`src/pstl_consts.vh`:
```
// Constants for the phase-selective trip logic block.
// Assumes a 50 MHz system clock and an APB register port.
//
// Overview of operation
// - Mode is off, three-phase only or mixed, off after reset.
// - Each trip command lasts at least the minimum pulse time unless block or off mode drops it.
// - Requests in two phases trip the third phase as well.
// - Any fault inside the evolving-fault window trips all phases.
// - Force-three-phase turns any single-phase trip into three-phase.
// - General trip is high whenever any trip command is high.
// - The block input holds all trip outputs low.
// - One request input and one trip output exist per phase.
// - The three-phase output is high when all phases trip.
// - Each on or off change of phase and general trips is an event.
// - In off mode no trip output is ever raised.

`ifndef PSTL_CONSTS_VH
`define PSTL_CONSTS_VH

// Time base
`define PSTL_CLK_HZ 50000000
`define PSTL_TICK_MS 1
`define PSTL_MS_CYCLES ((`PSTL_CLK_HZ / 1000) * `PSTL_TICK_MS)
`define PSTL_MS_CNT_W 17

// Register byte addresses
`define PSTL_ADDR_W 8
`define PSTL_ADDR_CTRL 8'h00
`define PSTL_ADDR_PULSE 8'h04
`define PSTL_ADDR_EVOLV 8'h08
`define PSTL_ADDR_STATE 8'h0c
`define PSTL_ADDR_EVSTAT 8'h10
`define PSTL_ADDR_EVEN 8'h14
`define PSTL_ADDR_EVCLR 8'h18

// Operating modes
`define PSTL_MODE_W 2
`define PSTL_MODE_OFF 2'h0
`define PSTL_MODE_3PH 2'h1
`define PSTL_MODE_MIX 2'h2

// Times in ms, range and defaults
`define PSTL_TIME_W 16
`define PSTL_TIME_MIN 16'h0032
`define PSTL_TIME_MAX 16'hea60
`define PSTL_PULSE_DEF 16'h0096
`define PSTL_EVOLV_DEF 16'h03e8

// Event layout: [3:0] on of L1,L2,L3,general, [7:4] off of same
`define PSTL_EV_W 8
`define PSTL_STATE_W 7

`endif

```
`src/pstl_ms_tick.v`:
```
// Millisecond tick generator for the trip logic timers.
// Assumes one free-running system clock and a synchronous reset.
`timescale 1ns/100ps
`default_nettype none
`include "pstl_consts.vh"

module pstl_ms_tick
#(
  parameter MS_CYCLES = `PSTL_MS_CYCLES
)
(
  input wire clk_sys_in,
  input wire srst_in,
  output reg tick_out
);

  reg [`PSTL_MS_CNT_W-1:0] cnt_q;

  // Divide the clock down to one pulse per ms
  always @(posedge clk_sys_in)
  begin
    if (srst_in)
    begin
      cnt_q <= {`PSTL_MS_CNT_W{1'b0}};
      tick_out <= 1'b0;
    end
    else if (cnt_q == MS_CYCLES[`PSTL_MS_CNT_W-1:0] - 1'b1)
    begin
      cnt_q <= {`PSTL_MS_CNT_W{1'b0}};
      tick_out <= 1'b1;
    end
    else
    begin
      cnt_q <= cnt_q + 1'b1;
      tick_out <= 1'b0;
    end
  end

endmodule // pstl_ms_tick
`default_nettype wire

```
`src/pstl_ms_timer.v`:
```
// Retriggerable millisecond timer, busy while running.
// Assumes a one-cycle tick input at 1 ms spacing.
`timescale 1ns/100ps
`default_nettype none
`include "pstl_consts.vh"

module pstl_ms_timer
(
  input wire clk_sys_in,
  input wire srst_in,
  input wire tick_in,
  input wire start_in,
  input wire [`PSTL_TIME_W-1:0] len_in,
  output reg busy_out
);

  // One extra count covers the unknown phase of the first tick
  reg [`PSTL_TIME_W:0] cnt_q;

  // Load on start, count ticks down, drop busy at zero
  always @(posedge clk_sys_in)
  begin
    if (srst_in)
    begin
      cnt_q <= {(`PSTL_TIME_W+1){1'b0}};
      busy_out <= 1'b0;
    end
    else if (start_in)
    begin
      cnt_q <= {1'b0, len_in} + 1'b1;
      busy_out <= 1'b1;
    end
    else if (busy_out && tick_in)
    begin
      cnt_q <= cnt_q - 1'b1;
      if (cnt_q == {{`PSTL_TIME_W{1'b0}}, 1'b1})
        busy_out <= 1'b0;
    end
  end

endmodule // pstl_ms_timer
`default_nettype wire

```
`src/pstl_top.v`:
```
// Phase-selective trip logic with APB settings and event interrupt.
// Assumes requests are synchronous levels from protection logic and
// an APB master on the same clock.
`timescale 1ns/100ps
`default_nettype none
`include "pstl_consts.vh"

module pstl_top
#(
  parameter MS_CYCLES = `PSTL_MS_CYCLES
)
(
  input wire clk_sys_in,
  input wire srst_in,
  // APB slave
  input wire psel_in,
  input wire penable_in,
  input wire pwrite_in,
  input wire [`PSTL_ADDR_W-1:0] paddr_in,
  input wire [31:0] pwdata_in,
  output reg [31:0] prdata_out,
  output reg pready_out,
  output reg pslverr_out,
  // Trip requests
  input wire block_in,
  input wire single_phase_request_in,
  input wire three_phase_request_in,
  input wire phase1_request_in,
  input wire phase2_request_in,
  input wire phase3_request_in,
  input wire force_three_phase_in,
  // Trip commands and event interrupt
  output reg phase1_trip_out,
  output reg phase2_trip_out,
  output reg phase3_trip_out,
  output reg general_trip_out,
  output reg three_phase_trip_out,
  output reg irq_out
);

  ////////////////////////////////////////////////////////////////////////
  // Functions

  // Force a written time into the legal range
  function [`PSTL_TIME_W-1:0] pstl_clamp;
    input [31:0] v;
    begin
      if (v < {16'h0000, `PSTL_TIME_MIN})
        pstl_clamp = `PSTL_TIME_MIN;
      else if (v > {16'h0000, `PSTL_TIME_MAX})
        pstl_clamp = `PSTL_TIME_MAX;
      else
        pstl_clamp = v[`PSTL_TIME_W-1:0];
    end
  endfunction

  // Word address match
  function pstl_hit;
    input [`PSTL_ADDR_W-1:0] a;
    input [`PSTL_ADDR_W-1:0] r;
    begin
      pstl_hit = (a == r);
    end
  endfunction

  ////////////////////////////////////////////////////////////////////////
  // Declarations

  reg [`PSTL_MODE_W-1:0] mode_q;
  reg [`PSTL_TIME_W-1:0] pulse_len_q;
  reg [`PSTL_TIME_W-1:0] evolv_len_q;
  reg [`PSTL_EV_W-1:0] ev_stat_q;
  reg [`PSTL_EV_W-1:0] ev_en_q;
  reg [`PSTL_EV_W-1:0] ev_stat_d;
  reg [`PSTL_EV_W-1:0] ev_clr;
  reg [`PSTL_EV_W-1:0] ev_new;
  reg [2:0] cmd_d;
  reg [2:0] demand;
  reg [31:0] rd_d;
  reg rd_err;
  reg mode_off;
  reg want3;
  reg gen_d;
  wire [2:0] cmd_q;
  wire [2:0] phases;
  wire any_req;
  wire two_ph;
  wire wr_acc;
  wire tick;
  wire pulse_busy;
  wire evolv_busy;
  wire pulse_start;
  wire evolv_start;

  assign cmd_q = {phase3_trip_out, phase2_trip_out, phase1_trip_out};
  assign phases = {phase3_request_in, phase2_request_in,
                   phase1_request_in};

  ////////////////////////////////////////////////////////////////////////
  // Time base and timers

  pstl_ms_tick #(
    .MS_CYCLES(MS_CYCLES)
  ) u_tick (
    .clk_sys_in(clk_sys_in),
    .srst_in(srst_in),
    .tick_out(tick)
  );

  pstl_ms_timer u_pulse (
    .clk_sys_in(clk_sys_in),
    .srst_in(srst_in),
    .tick_in(tick),
    .start_in(pulse_start),
    .len_in(pulse_len_q),
    .busy_out(pulse_busy)
  );

  pstl_ms_timer u_evolv (
    .clk_sys_in(clk_sys_in),
    .srst_in(srst_in),
    .tick_in(tick),
    .start_in(evolv_start),
    .len_in(evolv_len_q),
    .busy_out(evolv_busy)
  );

  ////////////////////////////////////////////////////////////////////////
  // Decision logic

  // Request qualifiers
  assign any_req = (|phases) | single_phase_request_in;
  assign two_ph = (phases[0] & phases[1]) | (phases[0] & phases[2]) |
                  (phases[1] & phases[2]);

  // Mode decode, unused code behaves as off
  always @*
  begin
    mode_off = (mode_q != `PSTL_MODE_3PH) &&
               (mode_q != `PSTL_MODE_MIX);
  end

  // When to widen to three phases
  always @*
  begin
    want3 = three_phase_request_in;
    if (two_ph)
      want3 = 1'b1;
    if (force_three_phase_in && any_req)
      want3 = 1'b1;
    if (evolv_busy && (any_req || three_phase_request_in))
      want3 = 1'b1;
    if (mode_q == `PSTL_MODE_3PH && any_req)
      want3 = 1'b1;
  end

  // Per-phase demand, suppressed when off or blocked
  always @*
  begin
    if (mode_off || block_in)
      demand = 3'h0;
    else if (want3)
      demand = 3'h7;
    else
      demand = phases;
  end

  // Restart the pulse timer whenever a phase is newly added
  assign pulse_start = |(demand & ~cmd_q);

  // Hold commands until the pulse timer has run out
  always @*
  begin
    if (mode_off || block_in)
      cmd_d = 3'h0;
    else
      cmd_d = demand | (cmd_q & {3{pulse_busy}});
    gen_d = |cmd_d;
  end

  // Evolving window opens as a trip ends
  assign evolv_start = general_trip_out & ~gen_d;

  // Trip outputs from flops
  always @(posedge clk_sys_in)
  begin
    if (srst_in)
    begin
      phase1_trip_out <= 1'b0;
      phase2_trip_out <= 1'b0;
      phase3_trip_out <= 1'b0;
      general_trip_out <= 1'b0;
      three_phase_trip_out <= 1'b0;
    end
    else
    begin
      phase1_trip_out <= cmd_d[0];
      phase2_trip_out <= cmd_d[1];
      phase3_trip_out <= cmd_d[2];
      general_trip_out <= gen_d;
      three_phase_trip_out <= &cmd_d;
    end
  end

  ////////////////////////////////////////////////////////////////////////
  // Events and interrupt

  // On and off edges of L1, L2, L3 and general
  always @*
  begin
    ev_new = {~{gen_d, cmd_d} & {general_trip_out, cmd_q},
              {gen_d, cmd_d} & ~{general_trip_out, cmd_q}};
  end

  assign wr_acc = psel_in & penable_in & pready_out & pwrite_in;

  // Clear mask from a write to the clear register
  always @*
  begin
    if (wr_acc && pstl_hit(paddr_in, `PSTL_ADDR_EVCLR))
      ev_clr = pwdata_in[`PSTL_EV_W-1:0];
    else
      ev_clr = {`PSTL_EV_W{1'b0}};
    ev_stat_d = (ev_stat_q & ~ev_clr) | ev_new; // Set beats clear
  end

  // Sticky status and level interrupt
  always @(posedge clk_sys_in)
  begin
    if (srst_in)
    begin
      ev_stat_q <= {`PSTL_EV_W{1'b0}};
      irq_out <= 1'b0;
    end
    else
    begin
      ev_stat_q <= ev_stat_d;
      irq_out <= |(ev_stat_d & ev_en_q);
    end
  end

  ////////////////////////////////////////////////////////////////////////
  // APB registers

  // Settings writes take effect at the access edge
  always @(posedge clk_sys_in)
  begin
    if (srst_in)
    begin
      mode_q <= `PSTL_MODE_OFF;
      pulse_len_q <= `PSTL_PULSE_DEF;
      evolv_len_q <= `PSTL_EVOLV_DEF;
      ev_en_q <= {`PSTL_EV_W{1'b0}};
    end
    else if (wr_acc)
    begin
      if (pstl_hit(paddr_in, `PSTL_ADDR_CTRL))
        mode_q <= pwdata_in[`PSTL_MODE_W-1:0];
      if (pstl_hit(paddr_in, `PSTL_ADDR_PULSE))
        pulse_len_q <= pstl_clamp(pwdata_in);
      if (pstl_hit(paddr_in, `PSTL_ADDR_EVOLV))
        evolv_len_q <= pstl_clamp(pwdata_in);
      if (pstl_hit(paddr_in, `PSTL_ADDR_EVEN))
        ev_en_q <= pwdata_in[`PSTL_EV_W-1:0];
    end
  end

  // Read data and error for the addressed word
  always @*
  begin
    rd_d = 32'h0000_0000;
    rd_err = 1'b0;
    case (paddr_in)
      `PSTL_ADDR_CTRL:
        rd_d[`PSTL_MODE_W-1:0] = mode_q;
      `PSTL_ADDR_PULSE:
        rd_d[`PSTL_TIME_W-1:0] = pulse_len_q;
      `PSTL_ADDR_EVOLV:
        rd_d[`PSTL_TIME_W-1:0] = evolv_len_q;
      `PSTL_ADDR_STATE:
        rd_d[`PSTL_STATE_W-1:0] = {evolv_busy, pulse_busy,
                                   three_phase_trip_out,
                                   general_trip_out, cmd_q};
      `PSTL_ADDR_EVSTAT:
        rd_d[`PSTL_EV_W-1:0] = ev_stat_q;
      `PSTL_ADDR_EVEN:
        rd_d[`PSTL_EV_W-1:0] = ev_en_q;
      `PSTL_ADDR_EVCLR:
        rd_d = 32'h0000_0000; // Write-only, reads zero
      default:
        rd_err = 1'b1;
    endcase
  end

  // Answer one cycle after setup, in the access phase
  always @(posedge clk_sys_in)
  begin
    if (srst_in)
    begin
      pready_out <= 1'b0;
      pslverr_out <= 1'b0;
      prdata_out <= 32'h0000_0000;
    end
    else
    begin
      pready_out <= psel_in & ~penable_in;
      pslverr_out <= psel_in & ~penable_in & rd_err;
      if (psel_in && !penable_in && !pwrite_in)
        prdata_out <= rd_d;
      else
        prdata_out <= 32'h0000_0000;
    end
  end

endmodule // pstl_top
`default_nettype wire

```
`config.mk`:
```
export PLATFORM = sky130hd
export DESIGN_NAME = pstl_top
export DESIGN_NICKNAME = d
export VERILOG_FILES = /design/src/pstl_ms_tick.v /design/src/pstl_ms_timer.v /design/src/pstl_top.v
export VERILOG_INCLUDE_DIRS = /design/src
export SDC_FILE = /design/constraint.sdc
export NUM_CORES = 1
export LEC_CHECK = 0
export BUFFER_PORTS_ARGS = -buffer_cell sky130_fd_sc_hd__buf_4
export CAP_MARGIN = 20
export CORE_ASPECT_RATIO = 1.1
export CORE_MARGIN = 2
export CORE_UTILIZATION = 30
export DETAILED_ROUTE_END_ITERATION = 12
export GPL_TIMING_DRIVEN = 0
export PLACE_DENSITY = 0.58
export SLEW_MARGIN = 5
export SYNTH_ARGS = -nofsm -noshare
export SYNTH_HDL_FRONTEND = slang
export SYNTH_HIERARCHICAL = 1
export SYNTH_SLANG_ARGS = --single-unit
```
`constraint.sdc`:
```
create_clock -name clk_sys_in -period 2.9 [get_ports clk_sys_in]
set_input_delay 0.435 -clock clk_sys_in [delete_from_list [all_inputs] [get_ports clk_sys_in]]
set_output_delay 0.435 -clock clk_sys_in [all_outputs]
set_load 0.05 [all_outputs]
```
==> metrics.txt, run 1 <==
outcome completed; number of max-cap violations 0; Worst setup EP type flip-flop; Die X 148 µm; ys async rst share 0%; ANT nets after route 0; nets 953; static leakage 2.95 nW; largest net degree at the start of global routing 17; Gate Count Post-Synth 785; gpl congestion 0.832; gr usage total 16.6%; CTS buffer count 17; Fin Clk Skew 0.00990 ns; Congestion Overflow GR 0; Final setup viols 0; Clock Latency Late Sink 0.43 ns; met3 wire length 1.11 mm; Post-synth EDFFs 0; mean post-synth cell area 8.68 µm²; num ports 92; number of H-tree levels 4; fin crit period 2.65 ns; flops & latches, synth 128; met2 WL 8.55 mm; sequential element share of the synthesized area 37.6%; # Post-CTS Setup Buffers 0; DR pass1 iterations 6; worst-margin pin slew 0.786 ns; count of cell types in the netlist 72; via count 6095; Crit Path Class reg -> reg; row count 57; max frequency 378 MHz; share of layout cells above drive strength 1 20.2%; Critical Path RT 3.23 ns; worst setup margin 0.255 ns; type of origin of the critical path flip-flop; Die Height 162 µm; relative slew slack 47.2%; DRC errors left 0; Main synth FF type dfxtp_1; CTS clk-pin slew, worst paths 0.06 ns; Synth Warn # 6; core box area 0.0222 mm²; initial antenna violation count 0; CP max stage delay 0.36 ns; clk sink count 128; Total Wirelength 19.5 mm; CP most frequent cell clkbuf_2; synthesis-to-layout area growth 23.6%; Max VDD drop 0.401 mV; ANT cells 0; final worst-path cycle share 91.2%; PortBufs 74; placed wire-length estimate 14.8 mm; per-cell routed wire length 16.2 µm; Pwr Density 504 mW/mm²; max-slew violations 0; met1 WL 9.38 mm; most common cell after layout, fill and taps aside dfxtp_1; CP arrival 2.98 ns; Critical Path Fanout Max 10; Hold Vio Cnt, Final 0; class of the worst hold path in -> reg; Top Metal Used met4; post-synthesis cell area 0.00682 mm²; Via density 5.07; CTS Root Cell clkbuf_16; Die ar. 0.0239 mm²; most frequent cells in the layout dfxtp_1, nor2_1, buf_4; Hold Slack 0.202 ns; clk buf depth 2; TritonCTS clock tree yes; Worst path slowest cell dfxtp_1; vias in the first global route 5808; pre-CTS WS -0.264 ns; Cell Chain, Critical Path inv_1, ha_1, or3_1, and2_1, nor3_1, o21a_1, clkbuf_2, clkbuf_2, nor2_1, a211oi_1; initial core utilization 30.7%; number of DRC violations after detailed-routing iteration 0 461; first-pass GRT wire length 31.3 mm
==> critical path, delay by kind of cell (launching register included) <==
kind | cells | cell delay [ns]
simple gates | 4 | 0.93
buf+inv | 3 | 0.60
compound gates | 2 | 0.49
flops | 1 | 0.36
fa+ha+maj | 1 | 0.18
==> layer usage <==
metal	vias up	global-route usage, %
li1	3026	-
met1	2866	23.4
met2	172	24.9
met3	31	3.93
met4	0	5.68
met5	-	0
==> report_power, final <==
group | switching, mW | internal (mW) | total, mW
sequential | 0.00387 | 1.76 | 1.77
clock | 0.836 | 1.40 | 2.23
combinational | 0.155 | 0.0909 | 0.246
total | 0.994 | 3.25 | 4.25
==> registers in the layout, summed over array words and instances (netlist names), 2 cells and up <==
register,flops
u_evolv/cnt_q,17
mode_q,2
ev_en_q,8
pulse_len_q,16
prdata_out,16
u_tick/cnt_q,17
ev_stat_q,8
evolv_len_q,16
u_pulse/cnt_q,17
==> per-stage QoR <==
step           setup TNS, ns  std cells  utilization (%)  power [mW]  instance area (µm²)
6_report                   0       1201             38.0        4.25                 8430
5_1_grt              -0.0169       1201             38.0        4.37                 8430
4_1_cts                    0       1201             37.9        4.29                 8420
3_5_place_dp           -1.61       1169             35.2        2.05                 7800
3_3_place_gp           -1.34       1169             35.2        2.05                 7800
2_1_floorplan              0        800                -        1.94                 6870
==> synth_stat cells, drive strengths merged, types with 3 or more instances <==
master / instances / area, µm²
and2: 3 / 18.8
o211ai: 4 / 30.0
o41ai: 3 / 26.3
mux2: 6 / 67.6
o21ai: 13 / 65.1
nand4: 18 / 185
xor2: 11 / 96.3
nor3b: 3 / 22.5
a222oi: 8 / 80.1
nand3b: 7 / 52.6
or4: 5 / 41.3
a311oi: 7 / 61.3
ha: 8 / 100
a21oi: 34 / 170
a211oi: 23 / 173
a21boi: 9 / 67.6
nand3: 33 / 165
a21o: 6 / 45.0
nand2: 53 / 204
clkbuf: 24 / 90.1
nor4: 25 / 278
and4: 3 / 26.3
mux2i: 8 / 80.1
buf: 29 / 216
o32ai: 5 / 43.8
nand2b: 6 / 37.5
xnor2: 60 / 526
nor3: 27 / 166
o21a: 5 / 37.5
o22ai: 10 / 62.6
and3: 6 / 40.0
inv: 23 / 86.3
a31o: 4 / 35.0
or2: 7 / 51.3
or3: 8 / 50.1
a22oi: 9 / 67.6
nor2: 118 / 443
dfxtp: 128 / 2560
==> cells by family after synthesis <==
group                      synth area share, %
AOI/OAI and AO/OA                         16.3
xor gates and xnor gates                  9.12
adders and majority gates                 1.47
buffers and inverters                     5.76
DFF                                       37.6
muxes                                     2.17
other                                   0.0550
and+or+nand+nor                           27.6
==> layout make-up <==
class	instances	area (µm²)
multi-input combinational	596	3930
clock buffer	20	457
tap	295	369
fill	2278	13800
buffer	53	312
inverter	23	86.3
clock inverter	12	158
sequential	128	2560
timing repair buffer	74	556
==> path summary, 6_finish.rpt <==
kind | startpoint | end | slack, ns | cells past startpoint
worst min-delay path | penable_in | pready_out | 0.20 | 2
worst max-delay path | mode_q[1] | u_evolv/cnt_q[7] | 0.25 | 10
worst min register to register | u_tick/cnt_q[0] | u_tick/cnt_q[0] | 0.46 | 1
worst max register to register | mode_q[1] | u_evolv/cnt_q[7] | 0.25 | 10
==> what timing repair did <==
item,4_1_cts,5_1_grt
hold buffers,0,0
gates resized for setup,3,4
pin swaps,0,2
setup endpoints to repair,8,9
(Power assumes the default switching activity.)
==> run 2: changes to the inputs <==
--- a/config.mk
+++ b/config.mk
@@ -13,7 +13,7 @@
 export CORE_UTILIZATION = 30
 export DETAILED_ROUTE_END_ITERATION = 12
 export GPL_TIMING_DRIVEN = 0
-export PLACE_DENSITY = 0.58
+export PLACE_DENSITY_LB_ADDON = 0.08
 export SLEW_MARGIN = 5
 export SYNTH_ARGS = -nofsm -noshare
 export SYNTH_HDL_FRONTEND = slang
==> metrics.txt, run 2 (same netlist as run 1, synthesis figures left out) <==
CP arrival 2.99 ns (about the same); crit path launch mode_q[1]; Clock Latency Late Sink 0.41 ns (-0.02 ns); fin crit period 2.67 ns (+0.0242 ns); Die ar. 0.0239 mm² (unchanged); first-pass GRT wire length 33.2 mm (+6.0%); Hold Vio Cnt, Final 0 (unchanged); biggest registers after layout u_evolv/cnt_q: 17 flops, u_pulse/cnt_q: 17 flops, u_tick/cnt_q: 17 flops; clk sink count 128 (unchanged); setup TNS 0 ns (unchanged); Fin Clk Skew 0.0117 ns (+0.00176 ns); gr usage total 17.8% (+1.2 points); number of H-tree levels 4 (unchanged); CTS Root Cell clkbuf_16; Worst path slowest cell dfxtp_1; max frequency 375 MHz (-0.91%); gpl congestion 0.816 (-1.9%); Final setup viols 0 (unchanged); final worst-path cycle share 92.1% (+0.83 points); vias in the first global route 5918 (+1.9%); Cell Chain, Critical Path inv_1, ha_1, or3_1, and2_1, nor3_1, o21a_1, clkbuf_2, clkbuf_2, nor2_1, a211oi_1; max-slew violations 0 (unchanged); largest net degree at the start of global routing 17 (unchanged); Max VDD drop 0.352 mV (-12%); num ports 92 (unchanged); PortBufs 74 (unchanged); Final Instance Count excl. Fillers 1199 (-0.17%); share of layout cells above drive strength 1 20.0% (-0.18 points); post-placement cell area 0.00780 mm² (unchanged); synthesis-to-layout area growth 22.9%; DR pass1 iterations 5 (-1); CTS clk-pin slew, worst paths 0.06 ns (about the same); worst r2r src mode_q[1]; multi-input logic area 0.00392 mm² (-0.19%); initial antenna violation count 0 (unchanged); core box area 0.0222 mm² (unchanged); class of the worst hold path in -> reg; clk buf depth 2 (unchanged); static leakage 2.92 nW (-1.2%); Via density 4.99 (-1.8%); register area 0.00256 mm² (unchanged); row count 57 (unchanged); Total Wirelength 21.1 mm (+7.9%); type of origin of the critical path flip-flop; Worst setup EP type flip-flop; Crit Path Class reg -> reg; relative slew slack 48.9% (+1.8 points); Pwr Density 490 mW/mm² (-2.8%); Critical Path RT 3.22 ns (about the same); Critical Path Fanout Max 10 (unchanged); ANT nets after route 0 (unchanged); # Post-CTS Setup Buffers 0 (unchanged); DP Cell Count 1169 (unchanged); CP most frequent cell clkbuf_2; worst-margin pin slew 0.760 ns (-0.0262 ns); CP max stage delay 0.36 ns (about the same); CTS buffer count 17 (unchanged); placed wire-length estimate 16.0 mm (+8.2%); Congestion Overflow GR 0 (unchanged); Layout fillers 2302 (+1.1%); per-cell routed wire length 17.6 µm (+8.1%); Hold Slack 0.236 ns (+0.0345 ns); RSZ-0062 raised after global routing no; ANT cells 0 (unchanged); most common cell after layout, fill and taps aside dfxtp_1; most frequent cells in the layout dfxtp_1, nor2_1, buf_4; initial core utilization 30.7% (unchanged); Finished Cell Area 0.00838 mm² (-0.61%); via count 5978 (-1.9%); DRC errors left 0 (unchanged); pre-CTS WS -0.313 ns (-0.0482 ns); number of max-cap violations 0 (unchanged); Die X 148 µm (unchanged); nets 952 (-0.10%); Die Height 162 µm (unchanged); TritonCTS clock tree yes; outcome completed; HP Start penable_in; number of DRC violations after detailed-routing iteration 0 283 (-39%); worst setup margin 0.230 ns (-0.0242 ns)
## run 2: changes by cell type in the layout (fill, tap and decap cells not counted), sizes merged
cell    previous run  this run
bufinv             3         1
clkbuf            44        43
clkinv             5         6
## run 2: through the flow
stage	utilization [%]	power, mW
6_report	37.8	4.10
5_1_grt	37.8	4.25
4_1_cts	37.7	4.15
3_5_place_dp	35.2	2.05
3_3_place_gp	35.2	2.05
2_1_floorplan	-	1.94
## run 2: path summary, 6_finish.rpt
| check | end | slack (ns) | cells after the start |
|---|---|---|---|
| worst max-delay path | u_evolv/cnt_q[7] | 0.23 | 10 |
| worst min-delay path | pready_out | 0.24 | 2 |
| worst max register to register | u_evolv/cnt_q[7] | 0.23 | 10 |
| worst min register to register | u_tick/cnt_q[0] | 0.48 | 1 |
## run 2: per-layer routing
| layer | vias to the layer above | wire, µm | track usage [%] |
|---|---|---|---|
| li1 | 3032 | - | - |
| met1 | 2832 | 10500 | 24.2 |
| met2 | 100 | 9660 | 29.0 |
| met3 | 14 | 699 | 3.29 |
| met4 | 0 | 233 | 4.50 |
| met5 | - | 0 | 0 |
## run 2: power by group
part           leakage [nW]  total (mW)  switching (mW)  internal (mW)
clock network         0.276        2.09           0.842           1.25
registers              1.03        1.77         0.00393           1.76
logic                  1.61       0.245           0.154         0.0908
total                  2.92        4.10            1.00           3.10
## run 2: critical path: cells and delay by family (launching register included)
kind / cells / cell delay, ns
AND/OR/NAND/NOR: 4 / 0.94
flip-flops: 1 / 0.36
buffers and inverters: 3 / 0.62
adder cells (fa/ha/maj): 1 / 0.17
AO/OA/AOI/OAI: 2 / 0.49
## run 2: timing repair
action | CTS | global route
resized for setup | 1 | 5
setup endpoints to repair | 10 | 11
hold buffers | 0 | 0
hold endpoints to repair | 0 | 0
## run 2: cell type report
cell class | instances | share of cell area (%)
buffer | 52 | 3.66
clock buffer | 20 | 5.57
clock inverter | 11 | 1.30
inverter | 23 | 1.03
multi-input combinational | 596 | 46.8
sequential | 128 | 30.6
tap | 295 | 4.41
timing repair buffer | 74 | 6.63
==> run 3: changes to the inputs <==
--- a/config.mk
+++ b/config.mk
@@ -9,7 +9,6 @@
 export BUFFER_PORTS_ARGS = -buffer_cell sky130_fd_sc_hd__buf_4
 export CAP_MARGIN = 20
 export CORE_ASPECT_RATIO = 1.1
-export CORE_MARGIN = 2
 export CORE_UTILIZATION = 30
 export DETAILED_ROUTE_END_ITERATION = 12
 export GPL_TIMING_DRIVEN = 0
==> metrics.txt, run 3 (same netlist as run 1, synthesis figures left out) <==
Sw Pwr 1.03 mW (+2.8%); combinational power share 6.0% (about the same); crit path launch mode_q[1]; clk sink count 128 (unchanged); initial antenna violation count 0 (unchanged); relative slew slack 47.0% (-2.0 points); row count 57 (unchanged); class of the worst hold path in -> reg; Max VDD drop 0.311 mV (-12%); share of layout cells above drive strength 1 20.2% (+0.20 points); Final setup viols 0 (unchanged); Die ar. 0.0233 mm² (-2.6%); fin crit period 2.62 ns (-0.0493 ns); Crit Path Class reg -> reg; Hold Vio Cnt, Final 0 (unchanged); per-cell routed wire length 17.4 µm (-1.1%); initial core utilization 30.7% (unchanged); max-slew violations 0 (unchanged); TritonCTS clock tree yes; most frequent cells in the layout dfxtp_1, nor2_1, buf_4; Pwr Density 492 mW/mm² (+0.34%); most common cell after layout, fill and taps aside dfxtp_1; Die Height 160 µm (-1.2%); Fin Clk Skew 0.0135 ns (+0.00180 ns); Critical Path RT 3.19 ns (-0.03 ns); final worst-path cycle share 90.4% (-1.7 points); RR Endpoint u_pulse/cnt_q[10]; Post-CTS Hold Fix Bufs 0 (unchanged); setup TNS 0 ns (unchanged); met3 wire length 648 µm (-7.3%); synthesis-to-layout area growth 23.0% (about the same); clk buf depth 2 (unchanged); number of max-cap violations 0 (unchanged); Congestion Overflow GR 0 (unchanged); CTS clk-pin slew, worst paths 0.06 ns (about the same); Top Metal Used met4; via count 6029 (+0.85%); Worst Reg-to-Reg Cells 10 (unchanged); CP arrival 2.91 ns (-0.08 ns); ANT nets after route 0 (unchanged); placed wire-length estimate 15.9 mm (-0.72%); RSZ-0062 raised after global routing no; type of origin of the critical path flip-flop; DRC errors left 0 (unchanged); outcome completed; largest net degree at the start of global routing 17 (unchanged); Worst setup EP type flip-flop; Hold Slack 0.228 ns (-0.00827 ns); Total Wirelength 20.8 mm (-1.0%); Via density 5.02 (+0.77%); pre-CTS WS -0.312 ns (+0.000109 ns); number of H-tree levels 4 (unchanged); vias in the first global route 5932 (+0.24%); # Post-CTS Setup Buffers 0 (unchanged); Die X 146 µm (-1.4%); Tot Pwr 4.12 mW (+0.43%); switch share 24.9% (+0.57 points); worst-margin pin slew 0.789 ns (+0.0293 ns); first-pass GRT wire length 33.6 mm (+1.2%); gr usage total 18.5% (+0.74 points); ANT cells 0 (unchanged); met1 WL 10.3 mm (-1.9%); DR pass1 iterations 5 (unchanged); PortBufs 74 (unchanged); Clock Latency Late Sink 0.42 ns (about the same); Critical Path Fanout Max 11 (+1); worst setup margin 0.280 ns (+0.0493 ns); CP endpoint u_pulse/cnt_q[10]; CTS buffer count 17 (unchanged); Clk network pwr share 51.2% (+0.2 points); static leakage 2.93 nW (+0.40%); biggest registers after layout u_evolv/cnt_q: 17 flops, u_pulse/cnt_q: 17 flops, u_tick/cnt_q: 17 flops; num ports 92 (unchanged); CTS Root Cell clkbuf_16; max frequency 382 MHz (+1.9%); met2 WL 9.65 mm (-0.12%); nets 952 (unchanged); P_int 3.09 mW (-0.33%); Seq pwr share 42.9% (about the same); gpl congestion 0.798 (-2.2%); core box area 0.0222 mm² (unchanged); reg-to-reg slack, setup 0.28 ns (+0.05 ns); number of DRC violations after detailed-routing iteration 0 310 (+9.5%); worst r2r src mode_q[1]
run 3: cell types whose count changed in the layout (fill, tap and decap cells not counted), sizes merged:
cell / previous run / this run
inv: 24 / 28
clkinvlp: 3 / 1
clkbuf: 43 / 42
run 3: repair_timing:
item	4_1_cts	5_1_grt
gates resized for setup	1	6
setup endpoints to repair	10	26
hold endpoints to repair	0	0
run 3: power by group through the flow:
stage | Clock (mW) | Sequential, mW | Combinational (mW)
CTS | 2.16 | 1.77 | 0.245
global placement | 0 | 1.81 | 0.246
floorplan | 0 | 1.81 | 0.133
detailed placement | 0 | 1.81 | 0.245
finish | 2.11 | 1.77 | 0.245
global route | 2.25 | 1.77 | 0.263
run 3: per-layer routing:
metal	GRT usage, %	up-vias
met5	0	-
met4	4.88	0
met3	3.26	19
met2	29.7	112
met1	25.4	2859
li1	-	3039
run 3: layout make-up:
class | instances | area, µm²
repair buffers | 74 | 556
flip-flops and latches | 128 | 2560
well taps | 295 | 369
clock buffers | 19 | 453
multi-input cells | 596 | 3930
clock inverters | 13 | 125
inverters | 23 | 86.3
fillers | 2322 | 13800
plain buffers | 52 | 307
run 3: worst min path at each step:
stage / cells after the start / to / slack, ns / startpoint
CTS: 2 / pready_out / 0.21 / penable_in
global placement: 1 / u_tick/cnt_q[0] / 0.45 / u_tick/cnt_q[0]
finish: 2 / pready_out / 0.23 / penable_in
floorplan: 1 / u_tick/cnt_q[0] / 0.43 / u_tick/cnt_q[0]
detailed placement: 1 / u_tick/cnt_q[0] / 0.46 / u_tick/cnt_q[0]
global route: 2 / pready_out / 0.22 / penable_in
run 3: metrics by stage:
stage          instance area (µm²)  util [%]  instances
2_1_floorplan                 6870         -        800
6_report                      8380      37.8       1200
3_3_place_gp                  7800      35.2       1169
4_1_cts                       8370      37.8       1200
3_5_place_dp                  7800      35.2       1169
5_1_grt                       8380      37.8       1200
run 3: worst max-delay path, stage by stage (launching register included):
cell and delay, ns:
dfxtp_1 0.36, inv_1 0.06, ha_1 0.27, or2_2 0.29
clkbuf_1 0.20, nor3_1 0.40, nor2_1 0.12, nand2_2 0.24
or2_2 0.16, buf_1 0.24, o22ai_1 0.14
